==> config.mk <==
export PLATFORM = sky130hd
export DESIGN_NAME = lbac_top
export DESIGN_NICKNAME = d
export VERILOG_FILES = /design/src/shared/lbac_pkg.sv /design/src/verilog/lbac_bypass_sel.sv /design/src/verilog/lbac_id_resp.sv /design/src/verilog/lbac_top.sv
export SDC_FILE = /design/constraint.sdc
export NUM_CORES = 1
export LEC_CHECK = 0
export BUFFER_PORTS_ARGS = -buffer_cell sky130_fd_sc_hd__buf_4
export CORE_UTILIZATION = 43
export CTS_BUF_LIST = sky130_fd_sc_hd__clkbuf_8
export DETAILED_ROUTE_END_ITERATION = 16
export GPL_TIMING_DRIVEN = 0
export PLACE_DENSITY_LB_ADDON = 0.05
export SLEW_MARGIN = 20
export SYNTH_ARGS = -nofsm -noshare
export SYNTH_HDL_FRONTEND = slang
export SYNTH_SLANG_ARGS = --single-unit
==> constraint.sdc <==
create_clock -name CLK -period 1.2 [get_ports CLK]
set_input_delay 0.3 -clock CLK [delete_from_list [all_inputs] [get_ports CLK]]
set_output_delay 0.3 -clock CLK [all_outputs]
set_load 0.01 [all_outputs]
==> src/shared/lbac_pkg.sv <==
package lbac_pkg;

  // register byte offsets, one aligned word each
  localparam logic [7:0] PHYS_CTL_OFF = 8'h00; // physical cpu interface control
  localparam logic [7:0] VIRT_CTL_OFF = 8'h04; // virtual cpu interface control
  localparam logic [7:0] DIST_CTL_OFF = 8'h08; // distributor control copy
  localparam logic [7:0] SRA_OFF = 8'h0c; // system register access enables
  localparam logic [7:0] TOP_CTL_OFF = 8'h10; // top level cpu interface control
  localparam logic [7:0] VPE_CNT_OFF = 8'h14; // legacy vm processing element count
  localparam logic [7:0] STATUS_OFF = 8'h18; // read only status

  // field widths in the low bits of each word
  localparam int PHYS_CTL_W = 8;
  localparam int VIRT_CTL_W = 3;
  localparam int DIST_CTL_W = 3;
  localparam int SRA_W = 4;
  localparam int VPE_W = 4;
  localparam int STATUS_W = 6;

  // documented ceiling on legacy vm processing elements
  localparam int VPE_MAX_DEF = 32'h0000_0008;

  // special identifiers
  localparam int ID_SECURE_G0 = 32'h0000_03fc; // 1020
  localparam int ID_NS_G1 = 32'h0000_03fd; // 1021
  localparam int ID_LEGACY_G1 = 32'h0000_03fe; // 1022
  localparam int ID_SPURIOUS = 32'h0000_03ff; // 1023
  localparam int ID_W_MIN = 32'h0000_000a; // narrowest id that holds 1023

  // physical control, bit 0 at the bottom
  typedef struct packed {
    logic normal_bypass_off_g1; // bit 7
    logic normal_bypass_off_g0; // bit 6
    logic fast_bypass_off_g1; // bit 5
    logic fast_bypass_off_g0; // bit 4
    logic group0_fast_route_on; // bit 3
    logic shared_ack_control; // bit 2, always zero here
    logic group1_signal_on; // bit 1
    logic group0_signal_on; // bit 0
  } lbac_phys_ctl_t;

  typedef struct packed {
    logic shared_ack_control; // bit 2
    logic group1_signal_on; // bit 1
    logic group0_signal_on; // bit 0
  } lbac_virt_ctl_t;

  typedef struct packed {
    logic single_security_state; // bit 2
    logic secure_affinity_routing_on; // bit 1
    logic nonsecure_affinity_routing_on; // bit 0
  } lbac_dist_ctl_t;

  typedef struct packed {
    logic access_top; // bit 3, highest level
    logic access_hyp; // bit 2
    logic access_low_ns; // bit 1
    logic access_low_s; // bit 0
  } lbac_sysreg_access_t;

  // highest pending interrupt description
  typedef struct packed {
    logic valid; // something pending
    logic sec_g0; // secure group 0
    logic ns_g1; // non-secure group 1
    logic grp1; // any group 1
  } lbac_pending_t;

  // values after reset
  localparam lbac_phys_ctl_t PHYS_CTL_RST = 8'h00;
  localparam lbac_virt_ctl_t VIRT_CTL_RST = 3'h0;
  localparam lbac_dist_ctl_t DIST_CTL_RST = 3'h0;
  localparam lbac_sysreg_access_t SRA_RST = 4'h0;
  localparam logic [3:0] VPE_CNT_RST = 4'h1;
  localparam logic TOP_CTL_RST = 1'h0;

endpackage

==> src/verilog/lbac_bypass_sel.sv <==
`timescale 1ns/1ps
module lbac_bypass_sel
  import lbac_pkg::*;
(
  input wire lbac_phys_ctl_t ctl, // physical control bits
  input wire logic asym, // asymmetric configuration
  input wire logic own_fast, // controller fast request
  input wire logic own_normal, // controller normal request
  input wire logic fast_src, // external fast bypass
  input wire logic normal_src, // external normal bypass
  output logic next_fast, // selected fast level
  output logic next_normal // selected normal level
);

  wire route = ctl.group0_fast_route_on; // group 0 goes out as fast
  wire g0 = ctl.group0_signal_on; // group 0 enable
  wire g1 = ctl.group1_signal_on; // group 1 enable
  // both disables needed to silence the unrouted bypass
  wire fast_both_off = ctl.fast_bypass_off_g0 & ctl.fast_bypass_off_g1;
  wire normal_both_off = ctl.normal_bypass_off_g0 & ctl.normal_bypass_off_g1;
  wire fast_unrouted = fast_both_off ? 1'b0 : fast_src;
  // routed fast, bypass while group 0 off
  wire fast_routed = g0 ? own_fast : (ctl.fast_bypass_off_g0 ? 1'b0 : fast_src);
  // fast-class requests fall onto normal when asymmetric and unrouted
  wire own_normal_eff = own_normal | (asym & own_fast);
  // unrouted normal, bypass only with both groups off
  wire normal_unrouted = (g0 | g1) ? own_normal_eff : (normal_both_off ? 1'b0 : normal_src);
  // routed normal, bypass while group 1 off
  wire normal_routed = g1 ? own_normal : (ctl.normal_bypass_off_g1 ? 1'b0 : normal_src);

  assign next_fast = route ? fast_routed : fast_unrouted;
  assign next_normal = route ? normal_routed : normal_unrouted;

endmodule

==> src/verilog/lbac_id_resp.sv <==
`timescale 1ns/1ps
module lbac_id_resp
  import lbac_pkg::*;
#(
  parameter int ID_W = 10 // identifier width
)
(
  input wire logic clk, // core clock
  input wire logic rst_n, // async reset, active low
  input wire logic req, // one cycle id query
  input wire logic virt, // query on the virtual interface
  input wire logic group, // queried group, 0 or 1
  input wire logic route_mod, // routing modifier
  input wire logic shared_ack, // virtual shared acknowledge
  input wire lbac_pending_t hp, // highest pending description
  input wire logic [ID_W-1:0] intid, // highest pending id
  output logic id_valid, // answer strobe
  output logic [ID_W-1:0] id_data // answered id
);

  localparam logic [ID_W-1:0] SEC_G0 = ID_W'(ID_SECURE_G0);
  localparam logic [ID_W-1:0] NS_G1 = ID_W'(ID_NS_G1);
  localparam logic [ID_W-1:0] LEG_G1 = ID_W'(ID_LEGACY_G1);
  localparam logic [ID_W-1:0] SPUR = ID_W'(ID_SPURIOUS);

  // modifier only steers the physical system register path
  wire mod_on = route_mod & ~virt;
  // group 0 query of group 1 on virtual side without shared ack
  wire legacy_g1 = virt & hp.grp1 & ~group & ~shared_ack;
  wire [ID_W-1:0] next_id =
    !hp.valid ? SPUR :
    (mod_on & hp.sec_g0) ? SEC_G0 :
    (mod_on & hp.ns_g1) ? NS_G1 :
    legacy_g1 ? LEG_G1 : intid;

  // answer registered, one cycle after the query
  always_ff @(posedge clk or negedge rst_n) begin
    if (!rst_n) begin
      id_valid <= 1'b0;
      id_data <= '0;
    end else begin
      id_valid <= req;
      id_data <= req ? next_id : id_data;
    end
  end

  sec_g0_id_a: assert property (@(posedge clk) disable iff (!rst_n)
    (req && route_mod && !virt && hp.valid && hp.sec_g0) |=> (id_valid && id_data == SEC_G0))
    else $error("secure group 0 id not 1020");
  ns_g1_id_a: assert property (@(posedge clk) disable iff (!rst_n)
    (req && route_mod && !virt && hp.valid && !hp.sec_g0 && hp.ns_g1) |=> (id_data == NS_G1))
    else $error("non-secure group 1 id not 1021");

endmodule

==> src/verilog/lbac_top.sv <==
// Strobed register access and the register offsets were left to the implementer.
`timescale 1ns/1ps
module lbac_top
  import lbac_pkg::*;
#(
  parameter bit LEGACY_OK = 1'b1, // legacy operation implemented
  parameter int VPE_MAX = VPE_MAX_DEF, // legacy vm element ceiling
  parameter int ID_W = 10 // identifier width
)
(
  input wire logic CLK, // core clock, 20 MHz
  input wire logic RST_N, // async reset, active low
  input wire logic [7:0] ADDR, // register byte address
  input wire logic [31:0] WDATA, // register write data
  input wire logic WR, // write strobe
  input wire logic RD, // read strobe
  output logic [31:0] RDATA, // read data, cycle after rd
  input wire logic OWN_FAST, // controller own fast request
  input wire logic OWN_NORMAL, // controller own normal request
  input wire logic FAST_BYPASS_INPUT, // external fast bypass source
  input wire logic NORMAL_BYPASS_INPUT, // external normal bypass source
  input wire logic VIRT_G0_PEND, // virtual group 0 pending
  input wire logic VIRT_G1_PEND, // virtual group 1 pending
  input wire logic ID_REQ, // id query strobe
  input wire logic ID_VIRT, // query on virtual interface
  input wire logic ID_GROUP, // queried group
  input wire lbac_pending_t HP_INFO, // highest pending description
  input wire logic [ID_W-1:0] HP_INTID, // highest pending id
  output logic FAST_OUT, // fast exception to core
  output logic NORMAL_OUT, // normal exception to core
  output logic VFAST_OUT, // virtual group 0 signal
  output logic VNORMAL_OUT, // virtual group 1 signal
  output logic ASYM_OUT, // asymmetric configuration seen
  output logic ID_VALID, // id answer strobe
  output logic [ID_W-1:0] ID_DATA // id answer
);

  // refuse shapes the logic cannot serve, at elaboration
  if (VPE_MAX < 1 || VPE_MAX > VPE_MAX_DEF) begin : g_vpe_bad
    $error("VPE_MAX must lie in 1..8");
  end
  // narrower ids cannot carry the special values
  if (ID_W < ID_W_MIN || ID_W > 24) begin : g_id_bad
    $error("ID_W must lie in 10..24");
  end

  // address compare used by every decode
  function automatic logic hit(input logic [7:0] addr, input logic [7:0] off);
    hit = (addr == off);
  endfunction

  // stored control state
  lbac_phys_ctl_t phys_ctl; // physical cpu interface control
  lbac_virt_ctl_t virt_ctl; // virtual cpu interface control
  lbac_dist_ctl_t dist_ctl; // distributor control copy
  lbac_sysreg_access_t sra; // system register access enables
  logic route_mod; // routing modifier
  logic [VPE_W-1:0] vpe_cnt; // elements in legacy vm

  // per-register write decodes
  wire wr_phys = WR & hit(ADDR, PHYS_CTL_OFF); // physical control write
  wire wr_virt = WR & hit(ADDR, VIRT_CTL_OFF); // virtual control write
  wire wr_dist = WR & hit(ADDR, DIST_CTL_OFF); // distributor copy write
  wire wr_sra = WR & hit(ADDR, SRA_OFF) & LEGACY_OK; // access enable write
  wire wr_top = WR & hit(ADDR, TOP_CTL_OFF); // top control write
  // counts above the ceiling are dropped
  wire vpe_ok = 32'(WDATA[VPE_W-1:0]) <= VPE_MAX; // count within ceiling
  wire wr_vpe = WR & hit(ADDR, VPE_CNT_OFF) & vpe_ok; // accepted count write

  // physical shared ack is stored as zero
  wire lbac_phys_ctl_t next_phys = {WDATA[7:3], 1'b0, WDATA[1:0]};
  // routing bits: writes to them vanish without legacy support
  wire next_ns_route = LEGACY_OK ? WDATA[0] : 1'b1;
  wire next_s_route = LEGACY_OK ? WDATA[1] : 1'b1;
  wire lbac_dist_ctl_t next_dist = {WDATA[2], next_s_route, next_ns_route};

  wire lbac_sysreg_access_t sra_eff = LEGACY_OK ? sra : 4'hf;
  wire lbac_dist_ctl_t dist_eff = dist_ctl;

  // register file writes; routing resets to one without legacy
  always_ff @(posedge CLK or negedge RST_N) begin
    if (!RST_N) begin
      phys_ctl <= PHYS_CTL_RST;
      virt_ctl <= VIRT_CTL_RST;
      dist_ctl <= LEGACY_OK ? DIST_CTL_RST : 3'h3;
      sra <= SRA_RST;
      route_mod <= TOP_CTL_RST;
      vpe_cnt <= VPE_CNT_RST;
    end else begin
      if (wr_phys) phys_ctl <= next_phys;
      if (wr_virt) virt_ctl <= WDATA[VIRT_CTL_W-1:0];
      if (wr_dist) dist_ctl <= next_dist;
      if (wr_sra) sra <= WDATA[SRA_W-1:0];
      if (wr_top) route_mod <= WDATA[0];
      if (wr_vpe) vpe_cnt <= WDATA[VPE_W-1:0];
    end
  end

  wire asym = dist_eff.nonsecure_affinity_routing_on & ~dist_eff.secure_affinity_routing_on &
    sra_eff.access_top & ~sra_eff.access_low_s;

  // bypass and own-output selection
  logic next_fast; // selected fast level
  logic next_normal; // selected normal level
  lbac_bypass_sel u_sel (
    .ctl(phys_ctl),
    .asym(asym),
    .own_fast(OWN_FAST),
    .own_normal(OWN_NORMAL),
    .fast_src(FAST_BYPASS_INPUT),
    .normal_src(NORMAL_BYPASS_INPUT),
    .next_fast(next_fast),
    .next_normal(next_normal)
  );

  wire next_vfast = virt_ctl.group0_signal_on & VIRT_G0_PEND;
  wire next_vnormal = virt_ctl.group1_signal_on & VIRT_G1_PEND;

  // status word shows live block state
  wire [STATUS_W-1:0] status = {LEGACY_OK, VNORMAL_OUT, VFAST_OUT, NORMAL_OUT, FAST_OUT, ASYM_OUT};

  // read mux; unmapped addresses answer zero
  wire [31:0] next_rdata =
    hit(ADDR, PHYS_CTL_OFF) ? {24'h0, phys_ctl} :
    hit(ADDR, VIRT_CTL_OFF) ? {29'h0, virt_ctl} :
    hit(ADDR, DIST_CTL_OFF) ? {29'h0, dist_eff} :
    hit(ADDR, SRA_OFF) ? {28'h0, sra_eff} :
    hit(ADDR, TOP_CTL_OFF) ? {31'h0, route_mod} :
    hit(ADDR, VPE_CNT_OFF) ? {28'h0, vpe_cnt} :
    hit(ADDR, STATUS_OFF) ? {26'h0, status} : 32'h0;

  // outputs registered, change shows next cycle
  always_ff @(posedge CLK or negedge RST_N) begin
    if (!RST_N) begin
      FAST_OUT <= 1'b0;
      NORMAL_OUT <= 1'b0;
      VFAST_OUT <= 1'b0;
      VNORMAL_OUT <= 1'b0;
      ASYM_OUT <= 1'b0;
    end else begin
      FAST_OUT <= next_fast;
      NORMAL_OUT <= next_normal;
      VFAST_OUT <= next_vfast;
      VNORMAL_OUT <= next_vnormal;
      ASYM_OUT <= asym;
    end
  end

  // read data held only in the cycle after the strobe
  always_ff @(posedge CLK or negedge RST_N) begin
    if (!RST_N) begin
      RDATA <= 32'h0;
    end else begin
      RDATA <= RD ? next_rdata : 32'h0;
    end
  end

  // special id answers; shared ack comes from the virtual side only
  lbac_id_resp #(
    .ID_W(ID_W)
  ) u_id (
    .clk(CLK),
    .rst_n(RST_N),
    .req(ID_REQ),
    .virt(ID_VIRT),
    .group(ID_GROUP),
    .route_mod(route_mod),
    .shared_ack(virt_ctl.shared_ack_control),
    .hp(HP_INFO),
    .intid(HP_INTID),
    .id_valid(ID_VALID),
    .id_data(ID_DATA)
  );

  legacy_ro_a: assert property (@(posedge CLK) disable iff (!RST_N)
    (!LEGACY_OK && RD && ADDR == SRA_OFF) |=> RDATA[3:0] == 4'hf)
    else $error("access enables not read as one");

  route_ro_a: assert property (@(posedge CLK) disable iff (!RST_N)
    (!LEGACY_OK && RD && ADDR == DIST_CTL_OFF) |=> RDATA[1:0] == 2'h3)
    else $error("routing enables not read as one");

  fast_unrouted_a: assert property (@(posedge CLK) disable iff (!RST_N)
    (!phys_ctl.group0_fast_route_on) |=>
      FAST_OUT == (($past(phys_ctl.fast_bypass_off_g0) && $past(phys_ctl.fast_bypass_off_g1)) ?
        1'b0 : $past(FAST_BYPASS_INPUT)))
    else $error("unrouted fast output wrong");

  fast_routed_a: assert property (@(posedge CLK) disable iff (!RST_N)
    (phys_ctl.group0_fast_route_on && phys_ctl.group0_signal_on) |=> FAST_OUT == $past(OWN_FAST))
    else $error("routed fast output not own");

  fast_bypass_a: assert property (@(posedge CLK) disable iff (!RST_N)
    (phys_ctl.group0_fast_route_on && !phys_ctl.group0_signal_on && !phys_ctl.fast_bypass_off_g0)
      |=> FAST_OUT == $past(FAST_BYPASS_INPUT))
    else $error("routed fast bypass wrong");

  normal_unrouted_a: assert property (@(posedge CLK) disable iff (!RST_N)
    (!phys_ctl.group0_fast_route_on && !phys_ctl.group0_signal_on && !phys_ctl.group1_signal_on &&
      phys_ctl.normal_bypass_off_g0 && phys_ctl.normal_bypass_off_g1) |=> !NORMAL_OUT)
    else $error("unrouted normal not deasserted");

  normal_routed_a: assert property (@(posedge CLK) disable iff (!RST_N)
    (phys_ctl.group0_fast_route_on && !phys_ctl.group1_signal_on) |=>
      NORMAL_OUT == ($past(phys_ctl.normal_bypass_off_g1) ? 1'b0 : $past(NORMAL_BYPASS_INPUT)))
    else $error("routed normal bypass wrong");

  asym_flag_a: assert property (@(posedge CLK) disable iff (!RST_N)
    ##1 ASYM_OUT == $past(dist_eff.nonsecure_affinity_routing_on && !dist_eff.secure_affinity_routing_on &&
      sra_eff.access_top && !sra_eff.access_low_s))
    else $error("asymmetric flag wrong");

  asym_reroute_a: assert property (@(posedge CLK) disable iff (!RST_N)
    (asym && !phys_ctl.group0_fast_route_on && phys_ctl.group0_signal_on && OWN_FAST) |=> NORMAL_OUT)
    else $error("asymmetric fast request not on normal");

  vpe_limit_a: assert property (@(posedge CLK) disable iff (!RST_N)
    32'(vpe_cnt) <= VPE_MAX)
    else $error("element count above ceiling");

  virt_gate_a: assert property (@(posedge CLK) disable iff (!RST_N)
    (!virt_ctl.group0_signal_on || !virt_ctl.group1_signal_on) |=>
      ($past(virt_ctl.group0_signal_on) || !VFAST_OUT) && ($past(virt_ctl.group1_signal_on) || !VNORMAL_OUT))
    else $error("virtual signal passed while disabled");

  phys_ack_a: assert property (@(posedge CLK) disable iff (!RST_N)
    (RD && ADDR == PHYS_CTL_OFF) |=> !RDATA[2])
    else $error("physical shared ack not zero");

  read_once_a: assert property (@(posedge CLK) disable iff (!RST_N)
    !RD |=> RDATA == 32'h0)
    else $error("read data outside read cycle");

  virt_pass_a: assert property (@(posedge CLK) disable iff (!RST_N)
    (virt_ctl.group0_signal_on && VIRT_G0_PEND) |=> VFAST_OUT)
    else $error("virtual group 0 not signalled");

  vnorm_pass_a: assert property (@(posedge CLK) disable iff (!RST_N)
    (virt_ctl.group1_signal_on && VIRT_G1_PEND) |=> VNORMAL_OUT)
    else $error("virtual group 1 not signalled");

  vpe_drop_a: assert property (@(posedge CLK) disable iff (!RST_N)
    (WR && ADDR == VPE_CNT_OFF && 32'(WDATA[VPE_W-1:0]) > VPE_MAX) |=> $stable(vpe_cnt))
    else $error("oversize element count taken");

  virt_ack_a: assert property (@(posedge CLK) disable iff (!RST_N)
    (WR && ADDR == VIRT_CTL_OFF) |=> virt_ctl.shared_ack_control == $past(WDATA[2]))
    else $error("virtual shared ack not stored");

  normal_own_a: assert property (@(posedge CLK) disable iff (!RST_N)
    (phys_ctl.group0_fast_route_on && phys_ctl.group1_signal_on) |=> NORMAL_OUT == $past(OWN_NORMAL))
    else $error("routed normal output not own");

  normal_group_a: assert property (@(posedge CLK) disable iff (!RST_N)
    (!phys_ctl.group0_fast_route_on && (phys_ctl.group0_signal_on || phys_ctl.group1_signal_on) && !asym)
      |=> NORMAL_OUT == $past(OWN_NORMAL))
    else $error("unrouted normal output not own");

  fast_off_a: assert property (@(posedge CLK) disable iff (!RST_N)
    (phys_ctl.group0_fast_route_on && !phys_ctl.group0_signal_on && phys_ctl.fast_bypass_off_g0) |=> !FAST_OUT)
    else $error("routed fast bypass not deasserted");

  asym_clear_a: assert property (@(posedge CLK) disable iff (!RST_N)
    !dist_eff.nonsecure_affinity_routing_on |=> !ASYM_OUT)
    else $error("asymmetric flag without routing");

endmodule

==> summary.md, run 1 <==
| Metric | Value |
|---|---|
| Avg WL per Cell | `roughly 15 um` |
| Crit-path cells | `buf_8, or3_4, nor3b_4, nand2_2, mux2_2` |
| Diode count | `0` |
| Fmax | `719 MHz` |
| TritonCTS buffer count | `5` |
| Slowest-stage cell, CP | `or3_4` |
| CTS H-tree lvls | `2` |
| Dominant cells by area after synthesis | `dfrtp_1, mux2_2, buf_4` |
| Met1 wire length | `roughly 2.5 mm` |
| Final setup margin | `-0.191 ns` |
| Hold Fails Final Rpt | `1` |
| WS Path Type | `primary input to flop` |
| Post-cts hold buffer count | `0` |
| Yosys top cell by area | `dfrtp_1` |
| Max Root-Sink Buffers | `2` |
| Initial Utilization | `between 40% and 50%` |
| Sequential-to-total area share from yosys stat | `between 50 and 60%` |
| Met2 routed WL | `about 2.7 mm` |
| Period utilisation layout | `116%` |
| Synth Register Bits | `46` |
| Top cells by count, synth | `dfrtp_1, buf_4, mux2_2` |
| Sink Count | `46` |
| Peak supply drop | `687 uV` |
| Final Non-Filler Cells | `between 300 and 400` |
| Routed Wire Length | `between 5 and 6 mm` |
| Post-route DRC | `0` |
| Critical Path Start Type | `primary input` |
| # nets final | `367` |
| Area of the die | `approximately 0.0056 sq mm` |
| GRT Util Overall | `20.7%` |
| PwrDens | `roughly 940 mW/mm^2` |
| RSZ-0062 raised after global routing | `yes` |
| Crit path depth | `5` |
| Post-Syn Area | `roughly 0.0023 sq mm` |
| DP HPWL | `4.00 mm` |
| Crit path buffers/inverters | `1` |
| Max cap viols | `0` |
| Pins Over Slew Limit | `0` |
| Status | `finished with violations` |
| Critical Path End Type | `flop` |
| Worst endpoint required time | `around 1.4 ns` |
| Area Overhead vs Synth | `46.3%` |
| Post-synth ARST share | `100%` |
| Synth top area share | `around half` |
| Fin crit period | `between 1 and 1.5 ns` |
| Initial DRC count | `between 90 and 100` |
| Clock Latency Late Sink | `0.30 ns` |
| Cell Rows | `26` |
| Top-count cell post-synth | `dfrtp_1` |
| Post-synth top flop | `dfrtp_1` |
| Relative slew slack | `61.7%` |
| Top Layer Used | `met4` |
| Port bufs | `63` |
| Leak | `roughly 0.0016 uW` |
| Largest net degree at the start of global routing | `47` |
| Ys Warns | `0` |
| Root buffer selected by CTS | `clkbuf_8` |
| Die Width | `between 70 and 80 um` |
| Final Wtd Congestion | `~0.87` |
| Placed cells | `between 300 and 400` |
| Unique masters post-synth | `50` |
| DR WL met3 | `418 um` |
| Post-Syn Instances | `around 200` |
| Via/cell ratio | `between 5 and 6` |
| Antenna Nets Post-Route | `0` |
| Total congestion overflow | `0` |
| Boundary pin count | `between 100 and 150` |
| Slowest stage delay, CP | `between 0.4 and 0.5 ns` |
| Cell family with most CP delay | `simple AND/OR/NAND/NOR gates` |
| Antenna violations before repair | `0` |
| Clk slew on worst S/H paths | `approximately 0.08 ns` |
| Final setup fails | `25` |
| Violated checks | `hold timing, setup timing` |
| Die Y | `~75 um` |
| Number of global-route vias before repair | `approximately 1.7k` |
| Mean Syn Cell Area | `around 12 sq um` |
| Crit Path Max Fanout | `3` |
| Core area | `just over 0.005 sq mm` |
| Final hold slack | `-0.000425 ns` |
| Clk_skew | `about 0.0043 ns` |
| Number of flops mapped to enable cells by yosys | `0` |
| DR vias | `around 1.9k` |
| Share of layout cells above drive strength 1 | `a little over half` |
| Slew @ Worst Pin | `approximately 0.57 ns` |
| Global-route wire length before repair | `~8.5 mm` |
| CTS tree | `yes` |
| Worst Reg2Reg Path Length in Cells | `3` |
| HP Class | `primary input to async pin` |
| 1st-pass router iterations | `4` |
| Critical path arrival | `between 1.5 and 2 ns` |
-- registers in the layout (all words and copies together), names as in the netlist --
signal and count:
ASYM_OUT 1, FAST_OUT 1, NORMAL_OUT 1, RDATA 8
VFAST_OUT 1, VNORMAL_OUT 1, dist_ctl 3, phys_ctl 7
route_mod 1, sra 4, u_id.id_data 10, u_id.id_valid 1
virt_ctl 3, vpe_cnt 4
-- worst register-to-register path: cells and delay by family, from the launching register on --
family,cells,cell delay (ns)
flip-flops,1,0.44
AO/OA/AOI/OAI,2,0.36
multiplexers,1,0.30
-- stage by stage --
step / setup WS [ns] / power (uW) / area (sq um) / TNS, ns / util (%)
2_1_floorplan: -0.324 / 1980 / 2440 / -5.98 / -
3_3_place_gp: -0.600 / 2250 / 3000 / -14.68 / 58.4
3_5_place_dp: -0.612 / 2250 / 3000 / -14.94 / 58.4
4_1_cts: -0.260 / 3150 / 3250 / -3.60 / 63.3
5_1_grt: -0.216 / 3330 / 3360 / -4.32 / 65.3
6_report: -0.191 / 3170 / 3360 / -3.39 / 65.3
-- power breakdown --
part / internal [uW] / total (uW) / switching, uW
logic: 328 / 620 / 293
registers: 1620 / 1670 / 53.4
clock network: 385 / 872 / 488
total: 2330 / 3170 / 834
-- what timing repair did --
item,CTS,global route
pin swaps,12,14
endpoints found under the setup margin,33,34
resized for setup,26,16
setup buffers,9,4
-- layout by cell type, fill, tap and decap left out, drive strengths merged --
cell type and instances:
o21a 3, nand3b 2, nand4bb 1, o21ai 3
clkbuf 8, nor3b 2, buf 102, nor4 7
o22a 10, nor4bb 1, a311oi 2, o2bb2ai 1
inv 8, o32a 3, a22o 2, a221oi 1
a211oi 1, o311a 1, or4 1, nor3 2
dfrtp 45, nand3 1, o22ai 2, mux2 21
or3 2, mux2i 1, a21oi 8, a32o 1
conb 24, a2111oi 2, nand2 8, nand2b 2
nor2 3, and2 3, dfstp 1, nor2b 5
a22oi 2, nor4b 2, nand4 5, a31oi 1
-- area by class of cell --
class / count / area (sq um)
sequential: 46 / 1150
clock inverter: 2 / 7.51
timing repair buffer: 74 / 586
clock buffer: 5 / 68.8
buffer: 31 / 230
multi-input combinational: 136 / 1200
inverter: 6 / 22.5
fill: 414 / 1780
tap: 70 / 87.6
-- cells by family (layout without fill, tap and decap cells) --
logic type / Yosys count / count (layout) / share of synthesized area [%]
buffers and inverters: 37 / 118 / 10.4
muxes: 22 / 22 / 10.7
AOI/OAI and AO/OA: 43 / 43 / 14.2
and+or+nand+nor: 47 / 47 / 14.3
other: 1 / 24 / 0.163
DFF: 46 / 46 / 50.2
-- per-layer routing --
layer / vias up / global-route usage, %
met2: 78 / 33.9
met5: - / 0
li1: 892 / -
met3: 8 / 4.82
met4: 0 / 7.55
met1: 903 / 27.0
-- worst paths after layout --
kind                            startpoint               to  slack (ns)
max in group asynchronous            RST_N         RDATA[0]        0.81
min in group CLK                    ID_REQ    u_id.id_valid        0.14
min                                  RST_N  u_id.id_data[2]     -0.0004
max                                ADDR[5]      virt_ctl[2]       -0.19
min reg2reg                u_id.id_data[7]  u_id.id_data[7]        0.50
max reg2reg                    phys_ctl[0]         RDATA[0]       -0.03
Power figures use the tool's default switching activity.
==> inputs of run 2 (changes only) <==
- PLACE_DENSITY: unset -> 0.91
- PLACE_DENSITY_LB_ADDON: 0.05 -> unset
==> summary.md, run 2 (synthesis gave the netlist of run 1 again) <==
| Metric | Value |
|---|---|
| Max cap viols | `0` |
| Share of layout cells above drive strength 1 | `about 53%` |
| Area of the die | `approximately 0.0056 sq mm` |
| Setup WS pre-CTS | `-0.644 ns` |
| Port bufs | `63` |
| Pwr Total | `approximately 3500 uW` |
| GRT Util Overall | `a little over a fifth` |
| Critical Path End Type | `flop` |
| CTS tree | `yes` |
| Final setup fails | `23` |
| Initial Utilization | `44.7%` |
| Internal power | `around 2600 uW` |
| Commonest non-fill, non-tap cell in the layout | `buf_4` |
| WS Path Type | `primary input to flop` |
| Period utilisation layout | `124%` |
| Critical Path Start Type | `primary input` |
| DR vias | `1953` |
| Final core utilization | `between 60 and 70%` |
| Critical path arrival | `1.67 ns` |
| Sink Count | `46` |
| Largest net degree at the start of global routing | `between 40 and 50` |
| RSZ-0062 raised after global routing | `yes` |
| Clk_skew | `between 0.008 and 0.009 ns` |
| Clock Power Share | `between 30% and 40%` |
| Clk slew on worst S/H paths | `about 0.090 ns` |
| Final Non-Filler Cells | `around 370` |
| Fmax | `671 MHz` |
| Diode count | `0` |
| PwrDens | `1030 mW/mm^2` |
| Die Y | `around 75 um` |
| Largest register by flop count | `u_id.id_data` |
| Avg WL per Cell | `~17 um` |
| Antenna Nets Post-Route | `0` |
| # nets final | `about 370` |
| Antenna violations before repair | `0` |
| Flop pwr share | `about half` |
| Hold Fails Final Rpt | `31` |
| Commonest cells after routing, fill and taps aside | `buf_4, dfrtp_1, conb_1` |
| Biggest regs | `u_id.id_data x10, RDATA x8, phys_ctl x7` |
| Die Width | `around 75 um` |
| Root buffer selected by CTS | `clkbuf_8` |
| Final setup margin | `-0.290 ns` |
| CTS H-tree lvls | `2` |
| Fin crit period | `~1.5 ns` |
| Area Overhead vs Synth | `46.6%` |
| Number of flip-flops in the largest register | `10` |
| Total congestion overflow | `0` |
| Placed cells | `approximately 350` |
| Slew @ Worst Pin | `roughly 0.57 ns` |
| Switching power total | `864 uW` |
| Boundary pin count | `between 100 and 150` |
| Status | `finished with violations` |
| Initial DRC count | `approximately 110` |
| Routed Wire Length | `6.12 mm` |
| Via/cell ratio | `5.29` |
| Crit-path cells | `buf_6, or3_4, nor3b_2, nand2_1, mux2_2` |
| Leak | `0.00156 uW` |
| TritonCTS buffer count | `5` |
| Worst endpoint required time | `around 1.4 ns` |
| Clock Latency Late Sink | `approximately 0.3 ns` |
| Number of global-route vias before repair | `around 1.8k` |
| Final Wtd Congestion | `~0.96` |
| Relative slew slack | `between 60% and 70%` |
| Global-route wire length before repair | `between 8 and 9 mm` |
| DP HPWL | `approximately 4.2 mm` |
| Comb pwr share | `17.9%` |
| Pins Over Slew Limit | `0` |
| Final hold slack | `-0.00965 ns` |
| Core area | `a little over 0.005 sq mm` |
| HP Class | `primary input to async pin` |
| Slowest-stage cell, CP | `or3_4` |
| Cell Rows | `26` |
| Violated checks | `hold timing, setup timing` |
| Crit Path Max Fanout | `3` |
| 1st-pass router iterations | `4` |
| Switching part of the total | `24.9%` |
| Max Root-Sink Buffers | `2` |
| Peak supply drop | `~940 uV` |
| Slowest stage delay, CP | `between 0.4 and 0.5 ns` |
| Post-route DRC | `0` |
==> run 2: layer usage <==
metal  vias up  global-route usage (%)  share of wire [%]
met4         0                    6.92                1.7
met1       956                    25.7                 38
met2        94                    39.2                 53
met5         -                       0                  0
met3        13                    4.69                7.3
li1        890                       -                  -
==> run 2: power by group through the flow <==
stage                     Clock, uW  Combinational [uW]  Sequential, uW
after detailed placement          0                 555            1700
after global placement            0                 539            1700
after CTS                      1170                 585            1670
after global routing           1250                 680            1680
final                          1180                 623            1680
after floorplan                   0                 275            1710
==> run 2: timing repair <==
action / 4_1_cts / 5_1_grt
hold buffers: 0 / 0
buffers inserted: 8 / 4
resized for setup: 16 / 19
pin swaps: 6 / 18
endpoints found under the setup margin: 33 / 36
==> run 2: final timing paths <==
kind	start	end	slack, ns	depth (start not counted)
setup / recovery	ADDR[5]	dist_ctl[0]	-0.29	5
hold / removal	RST_N	phys_ctl[7]	-0.01	1
setup reg to reg	sra[0]	RDATA[0]	-0.09	3
hold reg to reg	vpe_cnt[2]	vpe_cnt[2]	0.49	1
max in group asynchronous	RST_N	phys_ctl[0]	0.80	1
min in group CLK	ID_REQ	u_id.id_valid	0.14	1
==> run 2: metrics by stage <==
step,instance area (sq um),setup TNS [ns],hold slack [ns]
finish,3370,-4.29,-0.00965
global route,3370,-5.28,0.0402
CTS,3240,-4.29,0.0124
detailed placement,3000,-15.23,0.332
global placement,3000,-13.70,0.325
floorplan,2440,-5.98,0.00441
==> run 2: worst max-delay path, delay by kind of cell <==
kind	cells	cell delay (ns)
simple gates	3	0.92
mux	1	0.35
buf+inv	1	0.10
==> run 2: cell type report <==
class	count	area, sq um
clock buffers	6	82.6
flip-flops and latches	46	1150
multi-input cells	136	1190
plain buffers	31	230
clock inverters	1	30.0
inverters	6	22.5
repair buffers	73	567
fillers	389	1770
well taps	70	87.6
